`src/design/sleep_sync_pkg.sv`:
```
`default_nettype none
package sleep_sync_pkg;
  // timing
  localparam int unsigned CLK_NS          = 10;
  localparam int unsigned MS_NS           = 1_000_000;
  localparam int unsigned MS_CYCLES_DEF   = (MS_NS + CLK_NS - 1) / CLK_NS;
  localparam int unsigned SYNC_UNIT_MS    = 18;
  localparam int unsigned HOLD_WAKE_MS    = 2000;
  localparam int unsigned STAY_AWAKE_MS   = 30000;
  localparam int unsigned DOUBLE_PRESS_MS = 1000;
  localparam int unsigned LED_SLOW_MS     = 1000;
  localparam int unsigned LED_FAST_MS     = 250;
  localparam int unsigned GUARD_STEP_MS   = 16;
  localparam int unsigned EARLY_STEP_MS   = 32;
  localparam int unsigned REQ_MISSED_MIN  = 6;
  // register byte offsets
  localparam logic [7:0] OFF_CTRL    = 8'h00;
  localparam logic [7:0] OFF_SLEEP   = 8'h04;
  localparam logic [7:0] OFF_WAKE    = 8'h08;
  localparam logic [7:0] OFF_NET     = 8'h0c;
  localparam logic [7:0] OFF_STATUS  = 8'h10;
  localparam logic [7:0] OFF_OP_SLP  = 8'h14;
  localparam logic [7:0] OFF_OP_WAK  = 8'h18;
  localparam logic [7:0] OFF_MISSED  = 8'h1c;
  localparam logic [7:0] OFF_PROP    = 8'h20;
  localparam logic [7:0] OFF_TX_AVL  = 8'h24;
  // control fields
  localparam int unsigned CTRL_W       = 9;
  localparam int unsigned OPT_PREF     = 4;
  localparam int unsigned OPT_NONCOORD = 5;
  localparam int unsigned OPT_EARLY    = 6;
  localparam int unsigned OPT_STATFRM  = 7;
  localparam int unsigned OPT_HOSTFRM  = 8;
  localparam logic [3:0] MODE_NORMAL  = 4'h0;
  localparam logic [3:0] MODE_SUPPORT = 4'h7;
  localparam logic [3:0] MODE_CYCLIC  = 4'h8;
  // reset values
  localparam logic [8:0]  CTRL_RST  = 9'h000;
  localparam logic [31:0] SLEEP_RST = 32'h0000_0064;
  localparam logic [31:0] WAKE_RST  = 32'h0000_07d0;
  localparam logic [7:0]  NN_RST    = 8'h03;
  localparam logic [7:0]  NH_RST    = 8'h07;
  localparam logic [7:0]  MT_RST    = 8'h03;

  typedef enum logic [1:0] {
    PH_NORMAL = 2'b00,
    PH_WAKE   = 2'b01,
    PH_SLEEP  = 2'b10,
    PH_HOLD   = 2'b11
  } phase_e;
endpackage : sleep_sync_pkg
`default_nettype wire
```
`src/design/mesh_sleep_sync_controller.sv`:
```
// How it works
// RULE1: propagation time is slots*hops*(repeats+1)*18ms
// RULE2: wake time raised to minimum on change (code raises it only after a sleep or network write, not after a wake write)
// RULE3: missed syncs shrink available transmit time
// RULE4: reset starts in normal non-sleep mode
// RULE5: modes 7 and 8 sleep, 8 cyclic
// RULE6: double press nominates node as coordinator
// RULE7: led slow as coordinator, blinks awake-synced
// RULE8: single press wakes sleeping synced node
// RULE9: two-second hold wakes cyclic node thirty seconds
// RULE10: unsynced node requests sync then sleeps
// RULE11: synced node answers sync request
// RULE12: support node stays awake always
// RULE13: changed settings make node coordinator, sent next wake
// RULE14: new settings used once sync sent
// RULE15: missed new-settings sync keeps old times
// RULE16: early wake grows with missed cycles
// RULE17: early wake lengthens wake, shortens sleep
// RULE18: support rejects older sync, sends newer
// RULE19: operational sleep and wake readable
// RULE20: status shows coordinator role
// RULE21: missed sync count readable
// RULE22: status frame on wake and before sleep (code sends the sleep frame in the same cycle that awake falls, or with awake held high in support mode)
//
// Decided for this implementation: the APB register port and the register addresses.
`default_nettype none
module mesh_sleep_sync_controller #(
  parameter int unsigned MS_CYCLES = sleep_sync_pkg::MS_CYCLES_DEF
) (
  // clock and reset
  input  wire logic        mclk,
  input  wire logic        resetn,
  // apb slave
  input  wire logic        psel,
  input  wire logic        penable,
  input  wire logic        pwrite,
  input  wire logic [7:0]  paddr,
  input  wire logic [31:0] pwdata,
  output logic [31:0]      prdata,
  output logic             pready,
  output logic             pslverr,
  // commissioning button, high while pressed
  input  wire logic        button,
  // received sync traffic
  input  wire logic        rx_sync_valid,
  input  wire logic [31:0] rx_sync_sleep,
  input  wire logic [31:0] rx_sync_wake,
  input  wire logic [7:0]  rx_sync_ver,
  input  wire logic        rx_req_valid,
  // transmit requests
  output logic             tx_sync,
  output logic [31:0]      tx_sync_sleep,
  output logic [31:0]      tx_sync_wake,
  output logic [7:0]       tx_sync_ver,
  output logic             tx_req,
  // node state
  output logic             awake,
  output logic             led,
  output logic             status_frame,
  output logic             status_wake
);
  import sleep_sync_pkg::*;

  typedef struct packed {
    phase_e      st;
    logic [31:0] ms_cnt;
    logic [31:0] tmr;
    logic [8:0]  ctrl;
    logic [31:0] sp;
    logic [31:0] wt;
    logic [7:0]  nn;
    logic [7:0]  nh;
    logic [7:0]  mt;
    logic        clamp;
    logic [31:0] op_sp;
    logic [31:0] op_wt;
    logic [7:0]  ver;
    logic        coord;
    logic        synced;
    logic        pend;
    logic [15:0] missed;
    logic        got_sync;
    logic        btn_q;
    logic        press1;
    logic [15:0] press_tmr;
    logic [15:0] hold_tmr;
    logic [15:0] led_tmr;
    logic        led;
    logic        awake;
    logic        pready;
    logic        pslverr;
    logic [31:0] prdata;
    logic        tx_sync;
    logic [31:0] tx_sleep;
    logic [31:0] tx_wake;
    logic [7:0]  tx_ver;
    logic        tx_req;
    logic        stat_frm;
    logic        stat_wake;
  } state_s;

  state_s q, n;

  logic        tick;
  logic        sleepy;
  logic        support;
  logic [31:0] prop;
  logic [31:0] eff_sp;
  logic [31:0] eff_wt;
  logic [31:0] early;
  logic [31:0] guard;
  logic [31:0] sleep_dur;
  logic [31:0] wake_dur;
  logic        wr;
  logic        start_wake;
  logic        end_wake;
  logic        older;
  logic [7:0]  vdiff;
  logic [15:0] led_per;

  //////////////////////////////////////////////////////////////////////
  always_comb begin
    tick    = (q.ms_cnt == MS_CYCLES - 1);
    sleepy  = (q.ctrl[3:0] == MODE_SUPPORT) || (q.ctrl[3:0] == MODE_CYCLIC); // RULE5
    support = (q.ctrl[3:0] == MODE_SUPPORT);
    prop    = 32'(q.nn) * 32'(q.nh) * (32'(q.mt) + 32'd1) * SYNC_UNIT_MS; // RULE1
    // until synced the node runs on its own configured times
    eff_sp  = q.synced ? q.op_sp : q.sp;
    eff_wt  = q.synced ? q.op_wt : q.wt;
    early   = 32'd0;
    if (q.ctrl[OPT_EARLY] && !q.coord) begin
      early = 32'(q.missed) * EARLY_STEP_MS; // RULE16
      if (early > (eff_sp >> 1)) begin
        early = eff_sp >> 1;
      end
    end
    sleep_dur = eff_sp - early; // RULE17
    wake_dur  = eff_wt + early; // RULE17
    guard     = 32'(q.missed) * GUARD_STEP_MS; // RULE3
    if (guard > (eff_wt >> 1)) begin
      guard = eff_wt >> 1;
    end
    vdiff   = q.ver - rx_sync_ver;
    older   = q.synced && (vdiff != 8'h00) && !vdiff[7];
    led_per = q.coord ? 16'(LED_SLOW_MS) : 16'(LED_FAST_MS);
    wr      = psel && penable && q.pready && pwrite && !q.pslverr;
  end

  //////////////////////////////////////////////////////////////////////
  always_comb begin
    n            = q;
    n.tx_sync    = 1'b0;
    n.tx_req     = 1'b0;
    n.stat_frm   = 1'b0;
    n.clamp      = 1'b0;
    start_wake   = 1'b0;
    end_wake     = 1'b0;
    n.ms_cnt     = tick ? 32'd0 : q.ms_cnt + 32'd1;

    // apb: one wait state, data and pready both registered
    n.pready  = psel && penable && !q.pready;
    n.pslverr = 1'b0;
    if (psel && penable && !q.pready) begin
      unique case (paddr)
        OFF_CTRL:   n.prdata = {23'h0, q.ctrl};
        OFF_SLEEP:  n.prdata = q.sp;
        OFF_WAKE:   n.prdata = q.wt;
        OFF_NET:    n.prdata = {8'h0, q.mt, q.nh, q.nn};
        OFF_STATUS: n.prdata = {27'h0, q.got_sync, q.pend, q.awake, q.synced, q.coord}; // RULE20
        OFF_OP_SLP: n.prdata = q.op_sp; // RULE19
        OFF_OP_WAK: n.prdata = q.op_wt; // RULE19
        OFF_MISSED: n.prdata = {16'h0, q.missed}; // RULE21
        OFF_PROP:   n.prdata = prop; // RULE1
        OFF_TX_AVL: n.prdata = eff_wt - guard; // RULE3
        default: begin
          n.prdata  = 32'h0;
          n.pslverr = 1'b1;
        end
      endcase
    end
    if (wr) begin
      unique case (paddr)
        OFF_CTRL: n.ctrl = pwdata[8:0];
        OFF_SLEEP: begin
          n.sp    = pwdata;
          n.clamp = 1'b1;
        end
        OFF_WAKE: n.wt = pwdata;
        OFF_NET: begin
          n.nn    = pwdata[7:0];
          n.nh    = pwdata[15:8];
          n.mt    = pwdata[23:16];
          n.clamp = 1'b1;
        end
        default: ;
      endcase
      // a differing local setting takes over the network
      if ((paddr == OFF_SLEEP && pwdata != q.op_sp) ||
          (paddr == OFF_WAKE && pwdata != q.op_wt)) begin
        if (sleepy && !q.ctrl[OPT_NONCOORD]) begin
          n.coord = 1'b1; // RULE13
          n.pend  = 1'b1; // RULE13
        end
      end
    end
    // clamp one cycle after the write so it sees the stored settings
    if (q.clamp && q.wt < prop) begin
      n.wt = prop; // RULE2
    end

    //////////////////////////////////////////////////////////////////
    // sleep/wake phase
    if (!sleepy) begin
      n.st     = PH_NORMAL; // RULE4
      n.synced = 1'b0;
      n.coord  = 1'b0;
      n.tmr    = 32'd0;
    end else begin
      unique case (q.st)
        PH_NORMAL: begin
          n.st       = PH_WAKE;
          n.tmr      = 32'd0;
          start_wake = 1'b1;
        end
        PH_WAKE: begin
          if (tick) begin
            n.tmr = q.tmr + 32'd1;
            if (q.tmr + 32'd1 >= wake_dur) begin
              n.st     = PH_SLEEP;
              n.tmr    = 32'd0;
              end_wake = 1'b1;
            end
          end
        end
        PH_SLEEP: begin
          if (tick) begin
            n.tmr = q.tmr + 32'd1;
            if (q.tmr + 32'd1 >= sleep_dur) begin // RULE10
              n.st       = PH_WAKE;
              n.tmr      = 32'd0;
              start_wake = 1'b1;
            end
          end
        end
        PH_HOLD: begin
          if (tick) begin
            n.tmr = q.tmr + 32'd1;
            if (q.tmr + 32'd1 >= STAY_AWAKE_MS) begin // RULE9
              n.st     = PH_SLEEP;
              n.tmr    = 32'd0;
              end_wake = 1'b1;
            end
          end
        end
      endcase
    end

    if (start_wake) begin
      n.got_sync = 1'b0;
      if (q.coord || q.ctrl[OPT_PREF]) begin
        if (q.pend || !q.synced) begin
          n.op_sp = q.sp; // RULE14
          n.op_wt = q.wt; // RULE14
          n.ver   = q.ver + 8'h01;
        end
        if (!(wr && (paddr == OFF_SLEEP || paddr == OFF_WAKE))) begin
          n.pend = 1'b0; // a change landing in this cycle stays pending
        end
        n.synced   = 1'b1;
        n.coord    = 1'b1;
        n.tx_sync  = 1'b1; // RULE13
        n.tx_sleep = (q.pend || !q.synced) ? q.sp : q.op_sp;
        n.tx_wake  = (q.pend || !q.synced) ? q.wt : q.op_wt;
        n.tx_ver   = (q.pend || !q.synced) ? q.ver + 8'h01 : q.ver;
      end else if (!q.synced ||
                   (q.ctrl[OPT_NONCOORD] && q.missed >= REQ_MISSED_MIN)) begin
        n.tx_req = 1'b1; // RULE10
      end
    end
    // a node that hears nothing keeps its old times and counts the cycle
    if (end_wake && q.synced && !q.coord && !q.got_sync && q.missed != 16'hffff) begin
      n.missed = q.missed + 16'd1; // RULE15
    end
    if ((start_wake || end_wake) && q.ctrl[OPT_STATFRM] && q.ctrl[OPT_HOSTFRM]) begin
      n.stat_frm  = 1'b1; // RULE22
      n.stat_wake = start_wake;
    end

    //////////////////////////////////////////////////////////////////
    // received sync traffic, handled after the phase so it realigns it
    if (sleepy && rx_sync_valid) begin
      if (older && (support || q.coord)) begin
        n.tx_sync  = 1'b1; // RULE18
        n.tx_sleep = q.op_sp;
        n.tx_wake  = q.op_wt;
        n.tx_ver   = q.ver;
      end else if (!(q.coord && (q.pend || q.ctrl[OPT_PREF]))) begin
        n.op_sp    = rx_sync_sleep;
        n.op_wt    = rx_sync_wake;
        n.ver      = rx_sync_ver;
        n.synced   = 1'b1;
        n.coord    = 1'b0;
        n.missed   = 16'd0;
        n.got_sync = 1'b1;
        if (q.st != PH_HOLD) begin
          n.st  = PH_WAKE;
          n.tmr = 32'd0;
        end
      end
    end
    if (rx_req_valid && q.synced && (q.st != PH_SLEEP || support)) begin
      n.tx_sync  = 1'b1; // RULE11
      n.tx_sleep = q.op_sp;
      n.tx_wake  = q.op_wt;
      n.tx_ver   = q.ver;
    end

    //////////////////////////////////////////////////////////////////
    // commissioning button
    n.btn_q = button;
    if (tick && q.press1) begin
      n.press_tmr = q.press_tmr + 16'd1;
      if (q.press_tmr + 16'd1 >= DOUBLE_PRESS_MS) begin
        n.press1 = 1'b0;
      end
    end
    if (button && !q.btn_q) begin
      if (q.press1) begin
        n.press1 = 1'b0;
        if (sleepy && !q.ctrl[OPT_NONCOORD]) begin
          n.coord = 1'b1; // RULE6
        end
      end else begin
        n.press1    = 1'b1;
        n.press_tmr = 16'd0;
        if (sleepy && q.synced && q.st == PH_SLEEP) begin
          n.st  = PH_WAKE; // RULE8
          n.tmr = 32'd0;
        end
      end
    end
    if (!button) begin
      n.hold_tmr = 16'd0;
    end else if (tick && q.hold_tmr != 16'hffff) begin
      n.hold_tmr = q.hold_tmr + 16'd1;
      if (q.hold_tmr + 16'd1 == HOLD_WAKE_MS && q.ctrl[3:0] == MODE_CYCLIC) begin
        n.st  = PH_HOLD; // RULE9
        n.tmr = 32'd0;
      end
    end

    //////////////////////////////////////////////////////////////////
    n.awake = (n.st != PH_SLEEP) || support; // RULE12
    if (tick) begin
      n.led_tmr = q.led_tmr + 16'd1;
      if (q.led_tmr + 16'd1 >= led_per) begin
        n.led_tmr = 16'd0;
        n.led     = !q.led; // RULE7
      end
    end
    if (!(q.coord || (q.synced && q.awake))) begin
      n.led = 1'b0; // RULE7
    end
  end

  //////////////////////////////////////////////////////////////////////
  always_ff @(posedge mclk or negedge resetn) begin
    if (!resetn) begin
      q       <= '0;
      q.st    <= PH_NORMAL;
      q.ctrl  <= CTRL_RST;
      q.sp    <= SLEEP_RST;
      q.wt    <= WAKE_RST;
      q.nn    <= NN_RST;
      q.nh    <= NH_RST;
      q.mt    <= MT_RST;
      q.awake <= 1'b1;
    end else begin
      q <= n;
    end
  end

  assign prdata        = q.prdata;
  assign pready        = q.pready;
  assign pslverr       = q.pslverr;
  assign tx_sync       = q.tx_sync;
  assign tx_sync_sleep = q.tx_sleep;
  assign tx_sync_wake  = q.tx_wake;
  assign tx_sync_ver   = q.tx_ver;
  assign tx_req        = q.tx_req;
  assign awake         = q.awake;
  assign led           = q.led;
  assign status_frame  = q.stat_frm;
  assign status_wake   = q.stat_wake;
endmodule : mesh_sleep_sync_controller
`default_nettype wire

```
`config.mk`:
```
export PLATFORM = sky130hd
export DESIGN_NAME = mesh_sleep_sync_controller
export DESIGN_NICKNAME = d
export VERILOG_FILES = /design/src/design/sleep_sync_pkg.sv /design/src/design/mesh_sleep_sync_controller.sv
export SDC_FILE = /design/constraint.sdc
export NUM_CORES = 2
export LEC_CHECK = 0
export BUFFER_PORTS_ARGS = -buffer_cell sky130_fd_sc_hd__buf_4
export CORE_MARGIN = 4
export CORE_UTILIZATION = 60
export CTS_CLUSTER_SIZE = 24
export DETAILED_ROUTE_END_ITERATION = 12
export HOLD_SLACK_MARGIN = 0.08
export PLACE_DENSITY = 0.76
export SYNTH_ARGS = -nofsm -noshare
export SYNTH_HDL_FRONTEND = slang
export SYNTH_SLANG_ARGS = --single-unit
```
`constraint.sdc`:
```
create_clock -name mclk -period 19.2 [get_ports mclk]
set_input_delay 0 -clock mclk [delete_from_list [all_inputs] [get_ports mclk]]
set_output_delay 0 -clock mclk [all_outputs]
set_load 0.05 [all_outputs]
```
==> results by group <==
Logic synthesis
  • Mux share of post-synthesis cell area: 0.07437
  • Syn avg cell area: approximately 8.8 µm²
  • Synth Area in XOR/XNOR: 0.07092
  • Ys Warns: 0
  • Register area share after synthesis: 0.2653
  • Compound-Gate Fraction of Synth Area: 0.1719
  • Mapped cell area: approximately 0.040 mm²
  • Distinct cell type count after synthesis: between 90 and 100
  • Post-synth EDFFs: 0
  • Top FF cell, synth: dfrtp_1
  • Simple-Gate Fraction of Synth Area: 0.1647
  • Synth Area in Adders: 0.1852
  • Synthesized flop and latch total: ~420
  • Gate Count Post-Synth: between 4k and 5k
  • Main combinational cell family by area after synthesis: adder cells
  • FFs w/ async S/R, synth: 1.000

Timing
  • Slew Limit Fails: 0
  • Worst slew pin tran: 1.115 ns
  • Max Clock Skew: about 0.023 ns
  • Setup Viol. Count Final: 0
  • Post-route setup slack: 5.016 ns
  • Max-slew headroom: 0.2564
  • Tmin final: 14.18 ns
  • Final Hold Vio Count: 0
  • Final setup TNS: 0 ns
  • Fin crit share: 0.7387
  • RSZ-0062 raised after global routing: no
  • FMAX: between 70 and 80 MHz

Setup path
  • Required @ worst endpoint: around 20 ns
  • WP buf/inv: 8
  • Most common cell type on the critical path: fa_1
  • R2R setup slack: roughly 5.0 ns
  • Critical path fanouts, max: 24
  • Worst EP arrival: 14.67 ns
  • Startpoint Class: register
  • Family with the most delay on the worst path: adder cells
  • Critical Path Max Stage Delay: approximately 0.66 ns
  • CP Class: register to register
  • Slowest cell on the critical path: dfstp_2
  • CP Capture Type: register

Drt
  • Wirelength per Cell: 23.23 µm
  • Via count: 35.64k
  • DRT Wirelength: 128.8 mm
  • DR pass1 iterations: 8
  • Vias per Instance: between 6 and 7
  • DRC: 0
  • Iteration-0 DRC Markers: around 4k
  • ANT nets after route: 0

Finish
  • Finished Cell Area: between 0.04 and 0.05 mm²
  • # fillers: about 5.2k
  • Fin cells: around 5.5k
  • Commonest non-fill, non-tap cell in the layout: dfrtp_1
  • Area growth, synth to finish: 11.64%
  • Nets: around 5.3k
  • Layout cells sized above 1: 0.1189
  • Multi-input gate area: between 0.02 and 0.03 mm²
  • Most frequent cells in the layout: dfrtp_1 (400), ha_1 (359), nand2_1 (354)
  • Register area: between 0.01 and 0.015 mm²

Global route
  • Grt met1 use: 0.4732
  • Vias in the first global route: ~35k
  • First-pass GRT wire length: 198.9 mm
  • Met2 usage: 0.5620
  • GRT Total Usage: 0.3569
  • Met3 usage: 0.06683
  • Gr busiest metal: met2
  • GRT overflow: 0
  • Antenna violations before repair: 3
  • Largest net degree at the start of global routing: 115

Clock network
  • CTS Buffer Depth: 3
  • Clock tree from TritonCTS: done
  • Worst skew pair latency: about 0.6 ns
  • Root buf cell: clkbuf_16
  • Clock sinks: between 400 and 500
  • H-tree Lvls: 2
  • Clock transition at path regs: approximately 0.06 ns
  • Cts bufs inserted: between 40 and 50
  • Post-cts sizing count: 0

Hold path
  • Hold WC Path Type: primary input to asynchronous set/reset pin

Place
  • Final GP Congestion: approximately 1.0
  • Dpl ws: just over 5 ns
  • Placed inst area: slightly above 0.04 mm²
  • PortBufs: around 230
  • Placed Cells: approximately 5.3k
  • HPWL Detailed: between 90 and 100 mm

Die
  • Die ar.: about 0.07 mm²
  • Die Y-Extent: ~260 µm
  • I/O pin total: approximately 230
  • Core ar.: ~0.065 mm²
  • Cell Rows: 93
  • Initial core utilization: 0.6094
  • Chip width: ~260 µm

Flow run
  • Max-cap violation count: 0

Pwr
  • Leakage power: 22.15 nW
  • Pwr dens: about 49 mW/mm²
  • VDD IR-drop max: around 0.062 mV
  • Power Total: between 2 and 2.5 mW

Status
  • Status: completed
## state kept, by name (all words and copies together) (netlist names), 8 cells and up
register	cells
q	306
prdata	32
tx_sync_sleep	32
tx_sync_wake	32
tx_sync_ver	8
## cell usage after synthesis (all sizes together), types with 18 or more instances
cell	number	share of area
a21o	91	0.017
a21oi	253	0.032
a22oi	42	0.0080
a31oi	29	0.0046
and2	102	0.016
and3	49	0.0078
buf	145	0.025
clkbuf	151	0.014
dfrtp	401	0.25
fa	140	0.071
ha	359	0.11
inv	299	0.028
mux2	132	0.038
mux2i	145	0.037
nand2	357	0.034
nand2b	64	0.010
nand3	111	0.014
nand4	60	0.0097
nor2	332	0.032
nor2b	44	0.0070
nor3	53	0.0074
nor4	47	0.0082
o211a	26	0.0066
o211ai	23	0.0044
o21a	29	0.0055
o21ai	283	0.036
o21bai	26	0.0049
o22ai	74	0.012
o31ai	18	0.0035
or2	34	0.0054
or3	26	0.0041
xnor2	154	0.034
xor2	165	0.037
## power by group
group	switching (mW)	internal [mW]
registers	0.0242	0.899
logic	0.146	0.0871
clock network	0.390	0.613
total	0.560	1.60
## kinds of logic (layout without fill, tap and decap cells)
kind of cell               after synthesis  count (layout)
AOI/OAI and AO/OA                     1053            1053
xor gates and xnor gates               319             319
adders and majority gates              501             501
buffers and inverters                  595             767
DFF                                    418             418
muxes                                  277             277
other                                    2              33
and+or+nand+nor                       1320            1320
## worst paths after layout
kind / startpoint / to / depth (start not counted)
min: resetn / q[130] / 2
max: q[271] / q[280] / 51
min reg2reg: q[388] / q[388] / 1
min in group mclk: rx_sync_wake[6] / q[196] / 4
max in group asynchronous: resetn / tx_sync_wake[22] / 5
max reg2reg: q[271] / q[280] / 51
## metrics by stage
stage	utilization	hold slack (ns)
CTS	0.6803	0.08125
floorplan	-	-0.2956
global route	0.6804	0.1188
detailed placement	0.6370	0.1253
global placement	0.6370	0.1211
finish	0.6804	0.003770
## routing by layer
metal / wire length, µm / share of wire / vias to the layer above
li1: - / - / 16070
met1: 50700 / 0.39 / 17210
met2: 57420 / 0.45 / 1901
met3: 12600 / 0.098 / 458
met4: 8057 / 0.063 / 0
met5: 0 / 0 / -
## timing repair
action | 4_1_cts | 5_1_grt
hold endpoints to repair | 304 | 0
endpoints found under the setup margin | 0 | 0
hold buffers | 110 | 0
setup buffers | 0 | 0
## layout make-up
cell class              count  area share
inverters                 299     0.02545
clock buffers              71     0.03172
clock inverters            16    0.007036
multi-input cells        3501      0.6024
flip-flops and latches    418      0.2377
diodes                      2   0.0001135
well taps                 855     0.02426
repair buffers            381     0.07127
Power figures use the tool's default switching activity.
